===== src/include/fim_pkg.sv =====
package fim_pkg;

  // ****************************************
  // Register map (page 0)
  // ****************************************
  localparam logic [7:0] SYS_MASK_ADDR  = 8'h29;
  localparam logic [7:0] CHAN_MASK_ADDR = 8'h2A;
  localparam logic [7:0] TYPE_MASK_ADDR = 8'h2B;
  localparam logic [7:0] SYS_LATCH_ADDR = 8'h2C;

  localparam logic [7:0] SYS_MASK_RESET  = 8'hFF;
  localparam logic [7:0] CHAN_MASK_RESET = 8'h03;
  localparam logic [7:0] TYPE_MASK_RESET = 8'h00;
  localparam logic [7:0] READ_RESET      = 8'h00;

  // ****************************************
  // Field layout
  // ****************************************
  localparam int SYS_EVT_W   = 4;
  localparam int SYS_EVT_LSB = 4;
  localparam int SYS_EVT_MSB = 7;
  localparam int CHAN_W      = 6;
  localparam int CHAN_LSB    = 2;
  localparam int CHAN_MSB    = 7;
  localparam int VBAT_BIT    = 1;
  localparam int TYPE_W      = 8;
  localparam int CH56_LSB    = 2;
  localparam int CH56_MSB    = 3;

  localparam logic [1:0] CH56_FORCED_MASK = 2'h3;
  localparam logic [1:0] EVENT_MODE_LEVEL = 2'h0;

  // ****************************************
  // Carriers
  // ****************************************
  typedef struct packed {
    logic [SYS_EVT_W-1:0] sys;   // clk err, pll lock, over temp, over current
    logic [CHAN_W-1:0]    chan;  // channel 1 in msb
    logic                 vbat;  // short to battery while battery below bias
    logic [TYPE_W-1:0]    ftype; // open, pair short, gnd p/n, bias p/n, batt p/n
  } fim_live_s;

  typedef struct packed {
    logic       wr;
    logic       rd;
    logic [7:0] addr;
    logic [7:0] wdata;
  } fim_req_s;

endpackage


===== src/fim_latch.sv =====
`timescale 1ns/1ns

// ****************************************
// Sticky event latch with clear on read
// ****************************************
module fim_latch #(
  parameter int WIDTH = 4
) (
  input  wire logic             sys_clk,
  input  wire logic             sys_rst,
  input  wire logic             sys_ce,
  input  wire logic [WIDTH-1:0] live,
  input  wire logic             rd_clr,
  input  wire logic             cor_policy,
  output logic      [WIDTH-1:0] latched
);

  logic [WIDTH-1:0] live_reg;
  logic [WIDTH-1:0] set_v;
  logic [WIDTH-1:0] clr_v;
  logic [WIDTH-1:0] latched_next;

  always_comb begin
    // Policy 1 only re-arms on a fresh rising edge of the live status
    set_v = cor_policy ? (live & ~live_reg) : live;
    // Policy 0 keeps the bit while the condition still holds
    clr_v = rd_clr ? (cor_policy ? {WIDTH{1'b1}} : ~live) : '0;
    // A set in the clearing cycle is never lost
    latched_next = set_v | (latched & ~clr_v);
  end

  always_ff @(posedge sys_clk or posedge sys_rst) begin
    if (sys_rst) begin
      live_reg <= '0;
      latched  <= '0;
    end else if (sys_ce) begin
      live_reg <= live;
      latched  <= latched_next;
    end
  end

endmodule


===== src/fim_top.sv =====
`timescale 1ns/1ns

// How it works
// System mask bit 7 gates serial clock error interrupt; resets masked.
// System mask bit 6 gates PLL lock interrupt; resets masked.
// System mask bit 5 gates bias/boost over-temperature interrupt; resets masked.
// System mask bit 4 gates bias/boost over-current interrupt; resets masked.
// Channel mask at 0x2A resets 03; bits 7..2 mask channels 1..6.
// Per-channel fault mask bits reset to zero, unmasked.
// Channel 5 and 6 masks matter only on the six-channel variant.
// Channel mask bit 1 gates battery short below bias; resets masked.
// Fault type mask at 0x2B resets to zero, all unmasked.
// Fault type bit 7 masks open input interrupt.
// Fault type bit 6 masks pair short interrupt.
// Fault type bits 5,4 mask positive/negative short to ground.
// Fault type bits 3,2 mask positive/negative short to bias.
// Fault type bits 1,0 mask positive/negative short to battery.
// Read-only system latch at 0x2C, resets zero, bits 3..0 read zero.
// Interrupt asserts whenever any unmasked latched event is present.
// Latch bits 7..4 record system events and clear on read.
// Policy 0 clears only if live low; policy 1 clears, re-sets on rise.
// Reserved mask bits store writes but never affect interrupts.
module fim_top (
  input  wire logic               sys_clk,
  input  wire logic               sys_rst,
  input  wire logic               sys_ce,
  input  wire fim_pkg::fim_req_s  reg_req,
  input  wire fim_pkg::fim_live_s live_evt,
  input  wire logic               clear_on_read_policy,
  input  wire logic [1:0]         event_mode,
  input  wire logic               six_channel_strap,
  output logic      [7:0]         reg_rdata,
  output logic                    int_req
);

  // ****************************************
  // Storage
  // ****************************************
  logic [7:0]                    system_event_mask_reg;
  logic [7:0]                    channel_fault_mask_reg;
  logic [7:0]                    fault_type_mask_reg;
  logic                          six_channel_reg;
  logic                          strap_taken_reg;
  logic                          strap_meta_reg;
  logic                          strap_sync_reg;
  logic [1:0]                    strap_arm_reg;
  logic [fim_pkg::SYS_EVT_W-1:0] sys_latched;
  logic [fim_pkg::SYS_EVT_W-1:0] sys_mask_bits;
  logic [7:0]                    system_event_latch;
  logic [7:0]                    rdata_next;
  logic [fim_pkg::CHAN_W-1:0]    chan_mask_eff;
  logic                          sys_cause;
  logic                          chan_cause;
  logic                          vbat_cause;
  logic                          type_cause;
  logic                          int_next;
  logic                          latch_rd;

  // ****************************************
  // Register writes
  // ****************************************
  always_ff @(posedge sys_clk or posedge sys_rst) begin
    if (sys_rst) begin
      system_event_mask_reg <= fim_pkg::SYS_MASK_RESET;
    end else if (sys_ce && reg_req.wr && reg_req.addr == fim_pkg::SYS_MASK_ADDR) begin
      system_event_mask_reg <= reg_req.wdata;
    end
  end

  always_ff @(posedge sys_clk or posedge sys_rst) begin
    if (sys_rst) begin
      channel_fault_mask_reg <= fim_pkg::CHAN_MASK_RESET;
    end else if (sys_ce && reg_req.wr && reg_req.addr == fim_pkg::CHAN_MASK_ADDR) begin
      channel_fault_mask_reg <= reg_req.wdata;
    end
  end

  always_ff @(posedge sys_clk or posedge sys_rst) begin
    if (sys_rst) begin
      fault_type_mask_reg <= fim_pkg::TYPE_MASK_RESET;
    end else if (sys_ce && reg_req.wr && reg_req.addr == fim_pkg::TYPE_MASK_ADDR) begin
      fault_type_mask_reg <= reg_req.wdata;
    end
  end

  // ****************************************
  // Variant strap
  // ****************************************
  // The strap is a board pin with no relation to sys_clk, so it is synchronised first
  always_ff @(posedge sys_clk or posedge sys_rst) begin
    if (sys_rst) begin
      strap_meta_reg <= 1'b0;
      strap_sync_reg <= 1'b0;
      strap_arm_reg  <= 2'h0;
    end else if (sys_ce) begin
      strap_meta_reg <= six_channel_strap;
      strap_sync_reg <= strap_meta_reg;
      strap_arm_reg  <= {strap_arm_reg[0], 1'b1};
    end
  end

  // Caught once the sync chain has filled, so a later strap glitch cannot unmask channels
  always_ff @(posedge sys_clk or posedge sys_rst) begin
    if (sys_rst) begin
      six_channel_reg <= 1'b0;
      strap_taken_reg <= 1'b0;
    end else if (sys_ce && strap_arm_reg[1] && !strap_taken_reg) begin
      six_channel_reg <= strap_sync_reg;
      strap_taken_reg <= 1'b1;
    end
  end

  // ****************************************
  // System event latch
  // ****************************************
  assign latch_rd = reg_req.rd && reg_req.addr == fim_pkg::SYS_LATCH_ADDR;

  fim_latch #(
    .WIDTH (fim_pkg::SYS_EVT_W)
  ) u_sys_latch (
    .sys_clk    (sys_clk),
    .sys_rst    (sys_rst),
    .sys_ce     (sys_ce),
    .live       (live_evt.sys),
    .rd_clr     (latch_rd),
    .cor_policy (clear_on_read_policy),
    .latched    (sys_latched)
  );

  // Low nibble is reserved and reads zero
  assign system_event_latch = {sys_latched, 4'h0};

  // ****************************************
  // Readback
  // ****************************************
  always_comb begin
    case (reg_req.addr)
      fim_pkg::SYS_MASK_ADDR:  rdata_next = system_event_mask_reg;
      fim_pkg::CHAN_MASK_ADDR: rdata_next = channel_fault_mask_reg;
      fim_pkg::TYPE_MASK_ADDR: rdata_next = fault_type_mask_reg;
      fim_pkg::SYS_LATCH_ADDR: rdata_next = system_event_latch;
      default:                 rdata_next = fim_pkg::READ_RESET;
    endcase
  end

  always_ff @(posedge sys_clk or posedge sys_rst) begin
    if (sys_rst) begin
      reg_rdata <= fim_pkg::READ_RESET;
    end else if (sys_ce && reg_req.rd) begin
      reg_rdata <= rdata_next;
    end
  end

  // ****************************************
  // Interrupt combine
  // ****************************************
  always_comb begin
    chan_mask_eff = channel_fault_mask_reg[fim_pkg::CHAN_MSB:fim_pkg::CHAN_LSB];
    // Four-channel parts have no channel 5 or 6 to report
    if (!six_channel_reg) begin
      chan_mask_eff[fim_pkg::CH56_MSB-fim_pkg::CH56_LSB:0] = fim_pkg::CH56_FORCED_MASK;
    end
  end

  // Reserved mask bits 3..0 of the system mask are never looked at
  assign sys_mask_bits = system_event_mask_reg[fim_pkg::SYS_EVT_MSB:fim_pkg::SYS_EVT_LSB];
  assign sys_cause     = |(sys_latched & ~sys_mask_bits);
  assign chan_cause = |(live_evt.chan & ~chan_mask_eff);
  assign vbat_cause = live_evt.vbat & ~channel_fault_mask_reg[fim_pkg::VBAT_BIT];
  // A channel fault interrupts only if its fault kind is also unmasked
  assign type_cause = |(live_evt.ftype & ~fault_type_mask_reg);

  always_comb begin
    // Only the level mode is built; the pulse modes fall back to level
    int_next = sys_cause | ((chan_cause | vbat_cause) & type_cause);
    if (event_mode != fim_pkg::EVENT_MODE_LEVEL) begin
      int_next = sys_cause | ((chan_cause | vbat_cause) & type_cause);
    end
  end

  always_ff @(posedge sys_clk or posedge sys_rst) begin
    if (sys_rst) begin
      int_req <= 1'b0;
    end else if (sys_ce) begin
      int_req <= int_next;
    end
  end
endmodule

===== config.mk =====
export PLATFORM = sky130hd
export DESIGN_NAME = fim_top
export DESIGN_NICKNAME = d
export VERILOG_FILES = /design/src/include/fim_pkg.sv /design/src/fim_latch.sv /design/src/fim_top.sv
export SDC_FILE = /design/constraint.sdc
export NUM_CORES = 1
export LEC_CHECK = 0
export CAP_MARGIN = 0
export CORE_AREA = 5 5 70 72
export CTS_CLUSTER_SIZE = 16
export DETAILED_ROUTE_END_ITERATION = 8
export DIE_AREA = 0 0 75 77
export DONT_BUFFER_PORTS = 1
export PLACE_DENSITY_LB_ADDON = 0.05
export SYNTH_ARGS = -nofsm -noshare
export SYNTH_HDL_FRONTEND = slang
export SYNTH_SLANG_ARGS = --single-unit

===== constraint.sdc =====
create_clock -name sys_clk -period 1.5 [get_ports sys_clk]
set_input_delay 0.3 -clock sys_clk [delete_from_list [all_inputs] [get_ports sys_clk]]
set_output_delay 0.3 -clock sys_clk [all_outputs]
set_load 0.02 [all_outputs]

==> metrics.md <==
| Metric | Value |
|---|---|
| WP data required | `1690 ps` |
| Clock power share | `34.3%` |
| Setup crit end kind | `flop` |
| H-tree Lvls | `2` |
| Family with the most delay on the worst path | `flip-flops` |
| Routed WL per cell | `19.8 um` |
| Crit Path Class | `flop to flop` |
| Top area cells in the synthesized netlist | `dfrtp_1 (40%), mux2_2 (18%), dfstp_2 (11%)` |
| Crit Reg-Reg Endpoint | `int_req` |
| Share of post-route cells with drive strength above 1 | `35.7%` |
| Dominant cell by count in the synthesized netlist | `dfrtp_1` |
| Unrepaired setup endpoints after global routing | `true` |
| Flop pwr share | `58.7%` |
| CTS tree | `done` |
| Post-synth EDFFs | `0` |
| Global-route total usage across every layer | `19.4%` |
| Ant diodes | `0` |
| Clk_lat worst skew | `300 ps` |
| Slowest cell on crit path | `dfstp_2` |
| Synthesized area | `2290 um^2` |
| CP max stage delay | `570 ps` |
| Reg2Reg Depth | `5` |
| Boundary Pins | `53` |
| # setup viols final | `0` |
| Routability congestion estimate | `0.876` |
| Worst-case hold slack | `122 ps` |
| Dominant synthesized flop cell | `dfrtp_1` |
| Nets@finish | `253` |
| Sw Ratio | `22.4%` |
| Overall power | `2.28 mW` |
| Count of cell types in the netlist | `39` |
| Final hold vios | `0` |
| DRT antenna net count | `0` |
| MaxCap Viol Count | `0` |
| Via Count | `1605` |
| DP HPWL | `3900 um` |
| Outcome | `complete, no violations` |
| Worst Path Max Fanout | `3` |
| CP Cell Sequence | `nor2b_2, nor4_2, buf_4, nand2_2, o221a_4` |
| Metal-1 WL | `2250 um` |
| Worst-margin pin slew | `671 ps` |
| Reg-to-Reg Start | `system_event_mask_reg[6]` |
| Avg Inst Size Synth | `11.7 um^2` |
| Slew Limit Fails | `0` |
| Switching power total | `0.511 mW` |
| CTS Sinks | `47` |
| Syn nets | `240` |
| Max Root-Sink Buffers | `2` |
| Max transition margin | `55.0%` |
| Fraction of registers with async set/reset | `100%` |
| Final WS setup | `68.8 ps` |
| Combinational share of power | `7.0%` |
| Metal2 WL | `2490 um` |
| CTS buffer count | `5` |
| Cell Pwr Density | `894 nW/um^2` |
| Crit. Startpoint | `system_event_mask_reg[6]` |
| Finished Core Util | `60.3%` |
| Total Wirelength | `5190 um` |
| Top-area cell type share of the netlist area | `40.4%` |
| Crit path buf inv count | `1` |
| Ratio of final minimum period to clock period | `95.4%` |
| Pre-CTS setup slack | `-146 ps` |
| P_leak | `1.13 nW` |
| Post-Syn Instances | `196` |
| Max rail drop VDD | `0.877 mV` |
| GRT Residual Overflow | `0` |
| CP Launch Type | `flop` |
| Max Freq | `699 MHz` |
| Ys Warns | `0` |
| Drt initial violations | `77` |
| Residual DRC | `0` |
| Number of gates on the worst path with buffers counted | `5` |
| Vias in the first global route | `1778` |
| Pint | `1.77 mW` |
| First-pass GRT wire length | `8460 um` |
| Part of the Yosys area used for sequential elements | `51.9%` |
| WL met3 | `405 um` |
| Fin Clk Skew | `8.87 ps` |
| Hold Crit Class | `input pin to flop` |
| Fin crit period | `1430 ps` |
| CTS Root Cell | `clkbuf_8` |
| Synthesis-to-layout area growth | `11.5%` |
| Critical Path AT | `1620 ps` |
| Uppermost layer routed | `met4` |
| Routed vias/inst | `6.13` |
| #FFs+latches synth | `47` |
| Synth area leader | `dfrtp_1` |
| Largest net degree at the start of global routing | `31` |
| Die Height | `77 um` |
| Die W | `75 um` |
| DIE AREA | `5780 um^2` |
| Row cnt | `24` |
| Core Area | `4230 um^2` |
| Worst-path clk slew | `90 ps` |
| R2R setup slack | `70 ps` |
| IO Port Bufs | `0` |
| Critical Path End | `int_req` |
| 1st-pass router iterations | `4` |
| Initial antenna violation count | `0` |
| Commonest cells in the netlist | `dfrtp_1 (37), mux2_2 (36), o21ai_0 (15)` |
| Starting Density | `54.1%` |
worst min path at each step:
stage,startpoint,endpoint,slack (ps),cells after the start
finish,sys_ce,strap_arm_reg[0],120,1
global route,sys_ce,strap_arm_reg[0],100,1
CTS,sys_ce,strap_arm_reg[0],110,1
detailed placement,sys_rst,fault_type_mask_reg[2],230,1
global placement,sys_rst,fault_type_mask_reg[2],210,1
floorplan,strap_arm_reg[0],strap_arm_reg[0],430,1
what timing repair did:
item | in CTS | in global routing
endpoints found under the hold margin | 13 | 0
gates resized for setup | 1 | 5
hold buffers | 1 | 0
setup endpoints to repair | 1 | 1
pin swaps | 0 | 3
setup buffers | 0 | 1
logic make-up (layout without fill, tap and decap cells):
logic type	count (synthesis)	count (layout)	share of synthesized area, %
mux	36	36	17.7
flops	47	47	51.9
buf+inv	19	33	3.22
compound gates	42	42	12.6
simple gates	52	52	14.6
layout make-up:
type	count	area (um^2)
clock inverter	1	5.00
sequential	47	1190
clock buffer	7	86.3
inverter	13	48.8
multi-input combinational	130	1050
timing repair buffer	12	105
fill	367	1680
tap	52	65.1
per-stage QoR:
stage	std cells	setup TNS [ps]	area [um^2]
after global placement	252	-1960	2420
after detailed placement	252	-3200	2420
after global routing	262	-6.11	2550
after CTS	261	0	2530
final	262	0	2550
after floorplan	196	0	2290
power groups by stage:
| stage | registers, mW | logic [mW] | clock network [mW] |
|---|---|---|---|
| floorplan | 1.35 | 0.137 | 0 |
| global placement | 1.36 | 0.149 | 0 |
| detailed placement | 1.36 | 0.157 | 0 |
| CTS | 1.34 | 0.160 | 0.800 |
| global route | 1.35 | 0.180 | 0.850 |
| finish | 1.34 | 0.161 | 0.783 |
layer usage:
| metal | up-vias | track usage [%] |
|---|---|---|
| li1 | 732 | - |
| met1 | 807 | 25.2 |
| met2 | 58 | 30.2 |
| met3 | 8 | 6.93 |
| met4 | 0 | 5.52 |
| met5 | - | 0 |
cell usage in the layout, fill, tap and decap left out, types with 2 or more instances in the layout:
cell        n
clkbuf_8    6
nand2_2     2
buf_4      10
nand2b_1    2
a22oi_1     7
a21boi_0    4
nand3_1     4
dfstp_2    10
a2bb2oi_1   4
inv_1      12
nand4_1     2
o21bai_1    2
o22ai_1     2
nor2_1      6
nand3b_1    2
nand2_1    10
dfrtp_1    37
o21ai_0    15
mux2_2     36
nor2b_1    12
Power figures use the tool's default switching activity.
